===== config.mk =====
export PLATFORM = sky130hd
export DESIGN_NAME = pef_irq_flags
export DESIGN_NICKNAME = d
export VERILOG_FILES = /design/src/shared/pef_pkg.sv /design/src/rtl/pef_sync.sv /design/src/rtl/pef_sticky.sv /design/src/rtl/pef_irq_flags.sv
export SDC_FILE = /design/constraint.sdc
export NUM_CORES = 1
export LEC_CHECK = 0
export ABC_AREA = 1
export BUFFER_PORTS_ARGS = -buffer_cell sky130_fd_sc_hd__buf_2
export CAP_MARGIN = 20
export CORE_MARGIN = 4
export CORE_UTILIZATION = 48
export DETAILED_ROUTE_END_ITERATION = 10
export GPL_TIMING_DRIVEN = 1
export PLACE_DENSITY = 0.81
export SYNTH_ARGS = -nofsm -noshare
export SYNTH_HDL_FRONTEND = slang
export SYNTH_HIERARCHICAL = 1
export SYNTH_SLANG_ARGS = --single-unit

===== constraint.sdc =====
create_clock -name i_clock -period 1.05 [get_ports i_clock]
set_input_delay 0.0525 -clock i_clock [delete_from_list [all_inputs] [get_ports i_clock]]
set_output_delay 0.0525 -clock i_clock [all_outputs]
set_load 0.02 [all_outputs]

===== src/shared/pef_pkg.sv =====
// Constants, types and helpers for the peripheral event flag block
//
// Summary of operation
// - A serial-port event sets the serial-port event flag, which stays set until software or a warm reset clears it.
// - A timer A compare match in compare mode or a capture in capture mode sets the capture/compare flag.
// - Timer B reaching its period value sets the timer B match flag until software writes it to zero or a warm reset clears it.
// - Every peripheral event flag is set by its event regardless of any enable, mask or global interrupt enable.
// - Reset status flags let software tell power-on, brown-out, master-clear and watchdog resets apart.
// - The brown-out status flag starts undefined, software sets it, and a later zero means a brown-out.
// - With brown-out detection disabled the brown-out status flag carries no meaningful value.
// - The power-on status flag is cleared by power-on reset and set by software, one meaning none since.
package pef_pkg;

  // ----------------------------------------------------------------
  // Bus geometry
  // ----------------------------------------------------------------
  localparam int PEF_ADDR_W = 8;
  localparam int PEF_DATA_W = 8;

  // ----------------------------------------------------------------
  // Register offsets
  // ----------------------------------------------------------------
  localparam logic [PEF_ADDR_W-1:0] PEF_OFS_EVENT_FLAGS = 8'h0C;
  localparam logic [PEF_ADDR_W-1:0] PEF_OFS_POWER_CTRL  = 8'h8E;
  localparam logic [PEF_ADDR_W-1:0] PEF_OFS_IRQ_STATUS  = 8'hF0;
  localparam logic [PEF_ADDR_W-1:0] PEF_OFS_IRQ_MASK    = 8'hF1;
  localparam logic [PEF_ADDR_W-1:0] PEF_OFS_RESET_CAUSE = 8'hF2;

  // ----------------------------------------------------------------
  // Event flag layout
  // ----------------------------------------------------------------
  localparam int PEF_BIT_TIMER_A_OVF   = 0;
  localparam int PEF_BIT_TIMER_B_MATCH = 1;
  localparam int PEF_BIT_CAPCOMP       = 2;
  localparam int PEF_BIT_SERIAL_PORT   = 3;
  localparam int PEF_BIT_ADC_DONE      = 6;
  localparam logic [PEF_DATA_W-1:0] PEF_FLAGS_IMPL_MASK = 8'h4F;
  localparam logic [PEF_DATA_W-1:0] PEF_FLAGS_RESET     = 8'h00;
  localparam logic [PEF_DATA_W-1:0] PEF_MASK_RESET      = 8'h00;

  // ----------------------------------------------------------------
  // Power control layout
  // ----------------------------------------------------------------
  localparam int   PEF_BIT_BROWNOUT       = 0;
  localparam int   PEF_BIT_POWER_ON       = 1;
  localparam logic PEF_POWER_ON_RESET_VAL = 1'b0;
  // Power-up value is undefined in the device; this constant is arbitrary
  localparam logic PEF_BROWNOUT_RESET_VAL = 1'b0;

  // ----------------------------------------------------------------
  // Reset cause layout
  // ----------------------------------------------------------------
  localparam int PEF_CAUSE_W                = 3;
  localparam int PEF_BIT_CAUSE_MASTER_CLEAR = 0;
  localparam int PEF_BIT_CAUSE_WATCHDOG     = 1;
  localparam int PEF_BIT_CAUSE_BROWNOUT     = 2;
  localparam logic [PEF_CAUSE_W-1:0] PEF_CAUSE_RESET = 3'h0;

  // ----------------------------------------------------------------
  // Capture/compare unit modes
  // ----------------------------------------------------------------
  typedef enum logic [1:0]
  {
    PEF_CCP_OFF,
    PEF_CCP_CAPTURE,
    PEF_CCP_COMPARE,
    PEF_CCP_PWM
  } pef_ccp_mode_t;

  // Address match against one register offset
  function automatic logic pef_hit(input logic [PEF_ADDR_W-1:0] addr,
                                   input logic [PEF_ADDR_W-1:0] ofs);
    pef_hit = (addr == ofs);
  endfunction

endpackage


===== src/rtl/pef_sync.sv =====
// Two-stage synchroniser for a vector of independent levels
`timescale 1ns/1ps
module pef_sync #(
  parameter int WIDTH = 1
) (
  input  wire logic             i_clock,
  input  wire logic             i_sys_rst,
  input  wire logic [WIDTH-1:0] i_async,
  output logic      [WIDTH-1:0] o_sync
);
  logic [WIDTH-1:0] stage_one;

  always_ff @(posedge i_clock or posedge i_sys_rst)
  begin
    if (i_sys_rst)
    begin
      stage_one <= '0;
      o_sync    <= '0;
    end
    else
    begin
      stage_one <= i_async;
      o_sync    <= stage_one;
    end
  end
endmodule // pef_sync


===== src/rtl/pef_sticky.sv =====
// Sticky flag vector where a set in the same cycle beats a clear
`timescale 1ns/1ps
module pef_sticky #(
  parameter int               WIDTH     = 1,
  parameter logic [WIDTH-1:0] RESET_VAL = '0
) (
  input  wire logic             i_clock,
  input  wire logic             i_sys_rst,
  input  wire logic [WIDTH-1:0] i_set,
  input  wire logic [WIDTH-1:0] i_clear,
  output logic      [WIDTH-1:0] o_q
);
  always_ff @(posedge i_clock or posedge i_sys_rst)
  begin
    if (i_sys_rst)
      o_q <= RESET_VAL;
    else
      o_q <= (o_q & ~i_clear) | i_set;
  end
endmodule // pef_sticky


===== src/rtl/pef_irq_flags.sv =====
// Peripheral event flags, interrupt request and reset status registers
//
// Implementation choice: the address-and-strobe port.
`timescale 1ns/1ps
module pef_irq_flags (
  input  wire logic                           i_clock,
  input  wire logic                           i_sys_rst,
  // Register port
  input  wire logic [pef_pkg::PEF_ADDR_W-1:0] i_addr,
  input  wire logic [pef_pkg::PEF_DATA_W-1:0] i_wr_data,
  input  wire logic                           i_wr_strobe,
  input  wire logic                           i_rd_strobe,
  output logic      [pef_pkg::PEF_DATA_W-1:0] o_rd_data,
  // Peripheral events, same clock
  input  wire logic                           i_adc_done,
  input  wire logic                           i_serial_port_event,
  input  wire logic                           i_capcomp_capture,
  input  wire logic                           i_capcomp_compare,
  input  wire pef_pkg::pef_ccp_mode_t         i_capcomp_mode,
  input  wire logic                           i_timer_a_overflow,
  input  wire logic [7:0]                     i_timer_b_count,
  input  wire logic [7:0]                     i_timer_b_period,
  // Reset sources and strap, from pins
  input  wire logic                           i_brownout_detect_enable,
  input  wire logic                           i_brownout_rst,
  input  wire logic                           i_master_clear_rst,
  input  wire logic                           i_watchdog_rst,
  // Interrupt request
  output logic                                o_irq
);
  import pef_pkg::*;

  // ----------------------------------------------------------------
  // Helpers
  // ----------------------------------------------------------------
  // Rising edge of a level against its previous sample
  function automatic logic pef_rise(input logic now_level,
                                    input logic prev_level);
    pef_rise = now_level & ~prev_level;
  endfunction

  // ----------------------------------------------------------------
  // Pin synchronisation
  // ----------------------------------------------------------------
  localparam int PIN_W          = 4;
  localparam int PIN_BROWNOUT_EN      = 0;
  localparam int PIN_BROWNOUT_RST     = 1;
  localparam int PIN_MASTER_CLEAR_RST = 2;
  localparam int PIN_WATCHDOG_RST     = 3;

  logic [PIN_W-1:0] pin_raw;
  logic [PIN_W-1:0] pin_sync;
  logic [PIN_W-1:0] pin_prev;

  assign pin_raw[PIN_BROWNOUT_EN]      = i_brownout_detect_enable;
  assign pin_raw[PIN_BROWNOUT_RST]     = i_brownout_rst;
  assign pin_raw[PIN_MASTER_CLEAR_RST] = i_master_clear_rst;
  assign pin_raw[PIN_WATCHDOG_RST]     = i_watchdog_rst;

  pef_sync #(
    .WIDTH (PIN_W)
  ) u_pin_sync (
    .i_clock   (i_clock),
    .i_sys_rst (i_sys_rst),
    .i_async   (pin_raw),
    .o_sync    (pin_sync)
  );

  // Previous synchronised level for edge detection
  always_ff @(posedge i_clock or posedge i_sys_rst)
  begin
    if (i_sys_rst)
      pin_prev <= '0;
    else
      pin_prev <= pin_sync;
  end

  // ----------------------------------------------------------------
  // Warm reset events
  // ----------------------------------------------------------------
  logic brownout_detect_enable;
  logic brownout_event;
  logic master_clear_event;
  logic watchdog_event;
  logic any_warm_reset;

  assign brownout_detect_enable = pin_sync[PIN_BROWNOUT_EN];
  // Brown-out requests are ignored while detection is off
  assign brownout_event     = pef_rise(pin_sync[PIN_BROWNOUT_RST], pin_prev[PIN_BROWNOUT_RST])
                              & brownout_detect_enable;
  assign master_clear_event = pef_rise(pin_sync[PIN_MASTER_CLEAR_RST], pin_prev[PIN_MASTER_CLEAR_RST]);
  assign watchdog_event     = pef_rise(pin_sync[PIN_WATCHDOG_RST], pin_prev[PIN_WATCHDOG_RST]);
  assign any_warm_reset     = brownout_event | master_clear_event | watchdog_event;

  // ----------------------------------------------------------------
  // Timer B period match
  // ----------------------------------------------------------------
  logic timer_b_equal;
  logic timer_b_equal_prev;

  assign timer_b_equal = (i_timer_b_count == i_timer_b_period);

  // Match counts once on entry, not every cycle it persists
  always_ff @(posedge i_clock or posedge i_sys_rst)
  begin
    if (i_sys_rst)
      timer_b_equal_prev <= 1'b0;
    else
      timer_b_equal_prev <= timer_b_equal;
  end

  // ----------------------------------------------------------------
  // Event collection
  // ----------------------------------------------------------------
  logic [PEF_DATA_W-1:0] event_vec;
  logic                  capcomp_event;

  // ----------------------------------------------------------------
  // Capture/compare event
  // ----------------------------------------------------------------
  // Off and PWM modes never raise the flag
  always_comb
  begin
    case (i_capcomp_mode)
      PEF_CCP_CAPTURE: capcomp_event = i_capcomp_capture;
      PEF_CCP_COMPARE: capcomp_event = i_capcomp_compare;
      default:         capcomp_event = 1'b0;
    endcase
  end

  // ----------------------------------------------------------------
  // Event vector
  // ----------------------------------------------------------------
  // No enable term gates any of these
  always_comb
  begin
    event_vec                        = '0;
    event_vec[PEF_BIT_TIMER_A_OVF]   = i_timer_a_overflow;
    event_vec[PEF_BIT_TIMER_B_MATCH] = pef_rise(timer_b_equal, timer_b_equal_prev);
    event_vec[PEF_BIT_CAPCOMP]       = capcomp_event;
    event_vec[PEF_BIT_SERIAL_PORT]   = i_serial_port_event;
    event_vec[PEF_BIT_ADC_DONE]      = i_adc_done;
  end

  // ----------------------------------------------------------------
  // Write decode
  // ----------------------------------------------------------------
  logic wr_flags;
  logic wr_power;
  logic wr_status;
  logic wr_mask;
  logic wr_cause;

  // One register selected per strobe
  always_comb
  begin
    wr_flags  = 1'b0;
    wr_power  = 1'b0;
    wr_status = 1'b0;
    wr_mask   = 1'b0;
    wr_cause  = 1'b0;
    if (!i_wr_strobe)
      wr_flags = 1'b0;
    else if (pef_hit(i_addr, PEF_OFS_EVENT_FLAGS))
      wr_flags = 1'b1;
    else if (pef_hit(i_addr, PEF_OFS_POWER_CTRL))
      wr_power = 1'b1;
    else if (pef_hit(i_addr, PEF_OFS_IRQ_STATUS))
      wr_status = 1'b1;
    else if (pef_hit(i_addr, PEF_OFS_IRQ_MASK))
      wr_mask = 1'b1;
    else if (pef_hit(i_addr, PEF_OFS_RESET_CAUSE))
      wr_cause = 1'b1;
  end

  // ----------------------------------------------------------------
  // Peripheral event flag register
  // ----------------------------------------------------------------
  logic [PEF_DATA_W-1:0] flags;
  logic [PEF_DATA_W-1:0] flags_set;
  logic [PEF_DATA_W-1:0] flags_clear;

  // Plain read/write: a written one sets, a written zero clears
  always_comb
  begin
    flags_set   = event_vec & PEF_FLAGS_IMPL_MASK;
    flags_clear = '0;
    if (wr_flags)
    begin
      flags_set   = flags_set | (i_wr_data & PEF_FLAGS_IMPL_MASK);
      flags_clear = ~i_wr_data & PEF_FLAGS_IMPL_MASK;
    end
    if (any_warm_reset)
      flags_clear = PEF_FLAGS_IMPL_MASK;
  end

  pef_sticky #(
    .WIDTH     (PEF_DATA_W),
    .RESET_VAL (PEF_FLAGS_RESET)
  ) u_flags (
    .i_clock   (i_clock),
    .i_sys_rst (i_sys_rst),
    .i_set     (flags_set),
    .i_clear   (flags_clear),
    .o_q       (flags)
  );

  // ----------------------------------------------------------------
  // Interrupt status and mask
  // ----------------------------------------------------------------
  logic [PEF_DATA_W-1:0] irq_status;
  logic [PEF_DATA_W-1:0] irq_status_clear;
  logic [PEF_DATA_W-1:0] irq_mask;

  assign irq_status_clear = wr_status ? (i_wr_data & PEF_FLAGS_IMPL_MASK) : '0;

  // Write one to clear; a same-cycle event keeps the bit
  pef_sticky #(
    .WIDTH     (PEF_DATA_W),
    .RESET_VAL (PEF_FLAGS_RESET)
  ) u_irq_status (
    .i_clock   (i_clock),
    .i_sys_rst (i_sys_rst),
    .i_set     (event_vec & PEF_FLAGS_IMPL_MASK),
    .i_clear   (irq_status_clear),
    .o_q       (irq_status)
  );

  // ----------------------------------------------------------------
  // Interrupt mask
  // ----------------------------------------------------------------
  always_ff @(posedge i_clock or posedge i_sys_rst)
  begin
    if (i_sys_rst)
      irq_mask <= PEF_MASK_RESET;
    else if (wr_mask)
      irq_mask <= i_wr_data & PEF_FLAGS_IMPL_MASK;
  end

  // ----------------------------------------------------------------
  // Interrupt request
  // ----------------------------------------------------------------
  // Stale status raises the line one cycle after the mask bit is set
  always_ff @(posedge i_clock or posedge i_sys_rst)
  begin
    if (i_sys_rst)
      o_irq <= 1'b0;
    else
      o_irq <= |(irq_status & irq_mask);
  end

  // ----------------------------------------------------------------
  // Power control register
  // ----------------------------------------------------------------
  logic power_on_status;
  logic brownout_status;

  // The system (power-on) reset or a software write of zero clears this bit
  always_ff @(posedge i_clock or posedge i_sys_rst)
  begin
    if (i_sys_rst)
      power_on_status <= PEF_POWER_ON_RESET_VAL;
    else if (wr_power)
      power_on_status <= i_wr_data[PEF_BIT_POWER_ON];
  end

  // ----------------------------------------------------------------
  // Brown-out status
  // ----------------------------------------------------------------
  // Brown-out clears the bit; it beats a software write
  always_ff @(posedge i_clock or posedge i_sys_rst)
  begin
    if (i_sys_rst)
      brownout_status <= PEF_BROWNOUT_RESET_VAL;
    else if (brownout_event)
      brownout_status <= 1'b0;
    else if (wr_power)
      brownout_status <= i_wr_data[PEF_BIT_BROWNOUT];
  end

  // ----------------------------------------------------------------
  // Reset cause register
  // ----------------------------------------------------------------
  logic [PEF_CAUSE_W-1:0] reset_cause;
  logic [PEF_CAUSE_W-1:0] cause_set;
  logic [PEF_CAUSE_W-1:0] cause_clear;

  always_comb
  begin
    cause_set                             = '0;
    cause_set[PEF_BIT_CAUSE_MASTER_CLEAR] = master_clear_event;
    cause_set[PEF_BIT_CAUSE_WATCHDOG]     = watchdog_event;
    cause_set[PEF_BIT_CAUSE_BROWNOUT]     = brownout_event;
    cause_clear                           = wr_cause ? i_wr_data[PEF_CAUSE_W-1:0] : '0;
  end

  pef_sticky #(
    .WIDTH     (PEF_CAUSE_W),
    .RESET_VAL (PEF_CAUSE_RESET)
  ) u_reset_cause (
    .i_clock   (i_clock),
    .i_sys_rst (i_sys_rst),
    .i_set     (cause_set),
    .i_clear   (cause_clear),
    .o_q       (reset_cause)
  );

  // ----------------------------------------------------------------
  // Read path
  // ----------------------------------------------------------------
  logic [PEF_DATA_W-1:0] next_rd_data;

  // Idle cycles and unmapped addresses read zero
  always_comb
  begin
    next_rd_data = '0;
    if (!i_rd_strobe)
      next_rd_data = '0;
    else if (pef_hit(i_addr, PEF_OFS_EVENT_FLAGS))
      next_rd_data = flags & PEF_FLAGS_IMPL_MASK;
    else if (pef_hit(i_addr, PEF_OFS_POWER_CTRL))
    begin
      next_rd_data[PEF_BIT_POWER_ON] = power_on_status;
      next_rd_data[PEF_BIT_BROWNOUT] = brownout_status;
    end
    else if (pef_hit(i_addr, PEF_OFS_IRQ_STATUS))
      next_rd_data = irq_status;
    else if (pef_hit(i_addr, PEF_OFS_IRQ_MASK))
      next_rd_data = irq_mask;
    else if (pef_hit(i_addr, PEF_OFS_RESET_CAUSE))
      next_rd_data[PEF_CAUSE_W-1:0] = reset_cause;
  end

  // ----------------------------------------------------------------
  // Read data register
  // ----------------------------------------------------------------
  // Data stands only in the cycle after the strobe
  always_ff @(posedge i_clock or posedge i_sys_rst)
  begin
    if (i_sys_rst)
      o_rd_data <= '0;
    else
      o_rd_data <= next_rd_data;
  end

endmodule // pef_irq_flags


Word level (Yosys, flattened, before mapping)
Index checks and enable logic that the tools add are counted.
{"block": "word_totals", "ff_bits": 48, "latchBits": 0, "ram_bits": 0, "romBits": 0, "inputBits": 47, "output_inout_bits": 9, "word_cells": 81, "mem_count": 0}
{"block": "classes", "addsub": 0, "mul": 0, "div_mod_pow": 0, "magnitude_cmp": 0, "eq_ne": 8, "shifts": 0, "n_mux": 36, "bitwise_logic": 23, "reduce_logical": 2}
{"cell": "equality test 8 bit, second input constant", "count": 4}
{"cell": "2-to-1 mux 8 bit", "count": 4}
{"cell": "2-to-1 mux 1 bit", "count": 22}
{"cell": "2-to-1 mux 7 bit", "count": 3}
{"cell": "AND 8 bit", "count": 2}
{"cell": "bitwise OR 8 x 7 -> 8 bit", "count": 2}
{"cell": "2-to-1 mux 3 bit", "count": 3}
{"cell": "AND 8 x 7 -> 8 bit", "count": 1}
{"cell": "equality test 8 x 4 -> 1 bit, second input constant", "count": 1}
{"cell": "equality test 8 bit", "count": 1}
{"cell": "NOT 7 -> 8 bit", "count": 1}
{"cell": "NOT 8 bit", "count": 1}
{"cell": "OR reduction 8 bit", "count": 1}
{"cell": "NOT 7 bit", "count": 1}
{"cell": "bitwise OR 7 bit", "count": 1}
{"cell": "2-to-1 mux 6 bit", "count": 1}
{"cell": "AND 1 bit", "count": 5}
{"cell": "2-to-1 mux 4 bit", "count": 1}
{"cell": "NOT 1 bit", "count": 4}
{"cell": "AND 3 bit", "count": 1}
{"cell": "NOT 3 bit", "count": 1}
{"cell": "bitwise OR 3 bit", "count": 1}
{"cell": "equality test 2 x 1 -> 1 bit, second input constant", "count": 1}
{"cell": "equality test 2 bit, second input constant", "count": 1}
{"cell": "other kinds (4)", "count": 5}

Depth between registers and ports, before layout
{"block": "depth", "ltp_word": 11, "depth_mapped": 9, "ltp_nobuf": 9}

Modules after synthesis
The synthesis kept the hierarchy.
{"mod": "pef_irq_flags", "n_inst": 1, "cells_each": 197, "area_each_um2": 1372.6, "seq_area_each_um2": 500.5}
{"mod": "pef_sticky (u_flags ...)", "n_inst": 2, "cells_each": 41, "area_each_um2": 324.1, "seq_area_each_um2": 200.2}
{"mod": "pef_sync", "n_inst": 1, "cells_each": 9, "area_each_um2": 203.9, "seq_area_each_um2": 200.2}
{"mod": "pef_sticky (u_reset_cause)", "n_inst": 1, "cells_each": 16, "area_each_um2": 123.9, "seq_area_each_um2": 75.1}

Worst setup path before layout
No wires, ideal clock.
{"block": "synth_timing", "path_type": "reg2reg", "start": "register u_pin_sync.o_sync[2]", "end": "register u_flags.o_q[3]", "setup_time_ps": 65, "arrival_time_ps": 992, "required_ps": 985, "path_slack_ps": -7, "path_stages_with_launch": 8, "n_path_buf": 0, "period_less_slack_ps": 1057, "cell_sequence": "dfrtp_1 inv_1 nor2_1 nor3_1 o21ai_0 inv_1 nand2_1 nand2_1"}
{"block": "synth_between", "elab_chain_cells": 7}
{"item": "start: declaration", "line_no": "pef_sync.sv:9", "source": "output logic [WIDTH-1:0] o_sync"}
{"item": "start signal: assignment", "line_no": "pef_sync.sv:23", "source": "o_sync <= stage_one;"}
{"item": "AND 1 bit", "line_no": "pef_irq_flags.sv:39", "source": "pef_rise = now_level & ~prev_level;"}
{"item": "named net master_clear_event", "line_no": "pef_irq_flags.sv:83", "source": "logic master_clear_event;"}
{"item": "bitwise OR 1 bit (2 in series)", "line_no": "pef_irq_flags.sv:93", "source": "assign any_warm_reset = brownout_event | master_clear_event | watchdog_event;"}
{"item": "2-to-1 mux 8 bit", "line_no": "pef_irq_flags.sv:193", "source": "if (any_warm_reset)"}
{"item": "named net flags_clear[3]", "line_no": "pef_irq_flags.sv:181", "source": "logic [PEF_DATA_W-1:0] flags_clear;"}
{"item": "NOT 8 bit", "line_no": "pef_sticky.sv:18", "source": "o_q <= (o_q & ~i_clear) | i_set;"}
{"item": "AND 8 bit", "line_no": "pef_sticky.sv:18"}
{"item": "bitwise OR 8 x 7 -> 8 bit", "line_no": "pef_sticky.sv:18"}
{"item": "end signal: assignment", "line_no": "pef_sticky.sv:18"}
{"item": "end: declaration", "line_no": "pef_sticky.sv:11", "source": "output logic [WIDTH-1:0] o_q"}
The timed path passes the listed nets, and every way through them passes these cells.
A chain may end at the register's enable or synchronous reset.

Worst setup path after layout
{"block": "layout_timing", "start": "register u_pin_sync.o_sync[3]", "end": "register u_flags.o_q[1]"}
{"block": "layout_between", "elab_chain_cells": 6}
{"item": "AND 1 bit", "line_no": "pef_irq_flags.sv:39"}
{"item": "named net watchdog_event", "line_no": "pef_irq_flags.sv:84", "source": "logic watchdog_event;"}
{"item": "bitwise OR 1 bit", "line_no": "pef_irq_flags.sv:93"}
{"item": "2-to-1 mux 8 bit", "line_no": "pef_irq_flags.sv:193"}
{"item": "named net flags_clear[1]", "line_no": "pef_irq_flags.sv:181"}
{"item": "NOT 8 bit", "line_no": "pef_sticky.sv:18"}
{"item": "AND 8 bit", "line_no": "pef_sticky.sv:18"}
{"item": "bitwise OR 8 x 7 -> 8 bit", "line_no": "pef_sticky.sv:18"}
The timed path passes the listed nets, and every way through them passes these cells.

==> reports/qor.txt <==
Met3 track demand over resource in global routing -> 0.0461
Area post-placement -> 0.00266 mm²
Comb power frac -> 0.140
Number of instances in the synthesized netlist -> 289
Clock share of power -> 0.306
Yosys warning total -> 6
Number of clock sinks -> 44
Cell count after placement -> 409
Switching power summed over all nets -> 0.000878 W
First-pass DRT Iterations -> 4
Total CTS buffers -> 5
Result of the run -> complete, but fails checks
Number of nets in the layout -> 425
X dimension of the die -> 76.1 µm
Kind of end point of the critical path -> flip-flop
Hold violation total from the final report -> 0
Residual antenna-violating net count after detailed routing -> 0
LEAKAGE -> 1.62 nW
Grt met2 use -> 0.329
Antenna diode count -> 0
Sum of internal, switching and leakage power -> 0.00332 W
Violated checks -> negative setup slack
Pre-CTS WS -> -0.171 ns
Maximum number of pins on one net before global-route repair -> 15
Most frequent standard cell in the layout excluding fill and tap cells -> inv_1
Total core area -> 0.00441 mm²
Last weighted congestion value of the routability-driven placer -> 0.855
Final non-filler cell total -> 428
Wire per inst -> 11.4 µm
Highest-count cells in the layout ignoring fill and taps -> inv_1, nand2_1, buf_2
Post-detailed-placement half-perimeter wirelength -> 3800 µm
Setup-failing EPs final -> 5
GR Util All Layers -> 0.180
Most utilized layer in the global route result -> met2
Worst Path Class, Setup -> reg -> reg
Area Overhead vs Synth -> 28.7%
Vias after detailed routing -> 1992
Total number of H-tree levels -> 2
Initial antenna violation count -> 0
Fmax -> 905 MHz
Count of buffers inserted at the top-level ports -> 52
Hold-critical path depth -> 3
Summed area of non-filler cells in the final layout -> 0.00287 mm²
Clock root buffer master -> clkbuf_8
Setup slack after layout -> -0.0544 ns
Vias per inst -> 4.65
Type of origin of the critical path -> flip-flop
Number of global-route vias before repair -> 2030
Max-cap violations -> 0
Fraction of the core area covered by cells at the end of the flow -> 0.650
Switching power share of the total -> 0.265
Portion of total power attributed to sequential cells -> 0.553
Syn_area_per_cell -> 7.71 µm²
DIE HEIGHT -> 76.1 µm
Internal -> 0.00244 W
Peak supply drop -> 0.981 mV
Final slew viol count -> 0
Worst clock skew -> 0.00862 ns
Starting DRT DRC Count -> 111
Clock tree from TritonCTS -> done
Post-Synthesis Cell Area -> 0.00223 mm²
CTS clk-pin slew, worst paths -> 0.08 ns
I/O pin cnt -> 56
Final worst path period need -> 1.10 ns
Endpoint arrival time on the critical path -> 1.35 ns
Remaining DRCs -> 0
Gr ovfl total -> 0
Required time reported for the critical path endpoint -> 1.29 ns
Floorplan die area -> 0.00580 mm²
Share of the cycle needed by the critical path after routing -> 1.05
Wire length of the first global-routing pass -> 8510 µm
Routed wire length -> 4890 µm
Worst skew pair latency -> 0.30 ns
Rows -> 24
Clk buf depth -> 2
Hold crit path type -> in -> reg
Met1 GRT Util -> 0.200
Number of filler instances in the final layout -> 388
Fraction of layout cells with a size suffix above 1 -> 0.255
Biggest fanout along the worst timing path -> 5
Unrepaired setup endpoints after global routing -> true
Depth of the worst register-to-register path -> 8
Effective utilization at floorplan -> 0.505
Power Density -> 1160 mW/mm²
==> layer usage <==
layer / vias up / wire [µm] / share of wire
li1: 1018 / - / -
met4: 0 / 62 / 0.013
met2: 51 / 2590 / 0.53
met5: - / 0 / 0
met1: 917 / 1990 / 0.41
met3: 6 / 243 / 0.050
==> final cells by class <==
class,count,area (µm²),area share
well taps,52,65.1,0.0227
inverters,76,285,0.0994
flip-flops and latches,44,1100,0.384
multi-input cells,173,876,0.305
clock buffers,5,68.8,0.0240
clock inverters,2,12.5,0.00436
repair buffers,76,460,0.160
==> registers in the layout, summed over array words and instances (netlist names) <==
register / count
power_on_status: 1
u_reset_cause/o_q: 3
u_irq_status/o_q: 8
irq_mask: 5
o_irq: 1
u_pin_sync/stage_one: 4
u_flags/o_q: 5
timer_b_equal_prev: 1
brownout_status: 1
o_rd_data: 8
pin_prev: 3
u_pin_sync/o_sync: 4
==> metrics by stage <==
step	TNS, ns	hold WS [ns]
CTS	-0.0313	0.00947
detailed placement	-2.10	-0.0313
floorplan	0	-0.194
finish	-0.247	0.0221
global placement	-1.31	-0.0325
global route	-0.642	0.0351
==> critical path, cell delays in order, from the launching register on <==
cell and delay (ns):
dfrtp_1 0.38, inv_1 0.06, nor2_2 0.05, nor3_2 0.18
buf_4 0.17, o21ai_1 0.07, inv_1 0.05, nand2_1 0.05
nand2_1 0.05
==> timing repair <==
action / CTS / global route
resized for setup: 10 / 1
endpoints found under the setup margin: 5 / 6
pin swaps: 2 / 0
cloned: 0 / 0
hold buffers: 8 / 0
hold endpoints to repair: 51 / 0
buffers inserted: 3 / 1
==> power groups by stage <==
stage,Clock (W),Sequential (W),Combinational [W]
6_report,0.00102,0.00184,0.000466
5_1_grt,0.00113,0.00185,0.000540
4_1_cts,0.00103,0.00183,0.000462
3_5_place_dp,0,0.00186,0.000421
3_3_place_gp,0,0.00186,0.000409
2_1_floorplan,0,0.00186,0.000228
==> worst paths after layout <==
path                                          from              endpoint  slack (ns)
setup / recovery              u_pin_sync/o_sync[3]        u_flags/o_q[1]       -0.05
max in group asynchronous                i_sys_rst   u_irq_status/o_q[1]        0.48
min in group asynchronous                i_sys_rst  u_reset_cause/o_q[2]        0.20
hold reg to reg            u_pin_sync/stage_one[1]  u_pin_sync/o_sync[1]        0.35
hold / removal                         i_rd_strobe          o_rd_data[6]        0.02
setup reg to reg              u_pin_sync/o_sync[3]        u_flags/o_q[1]       -0.05
Power figures use the tool's default switching activity.
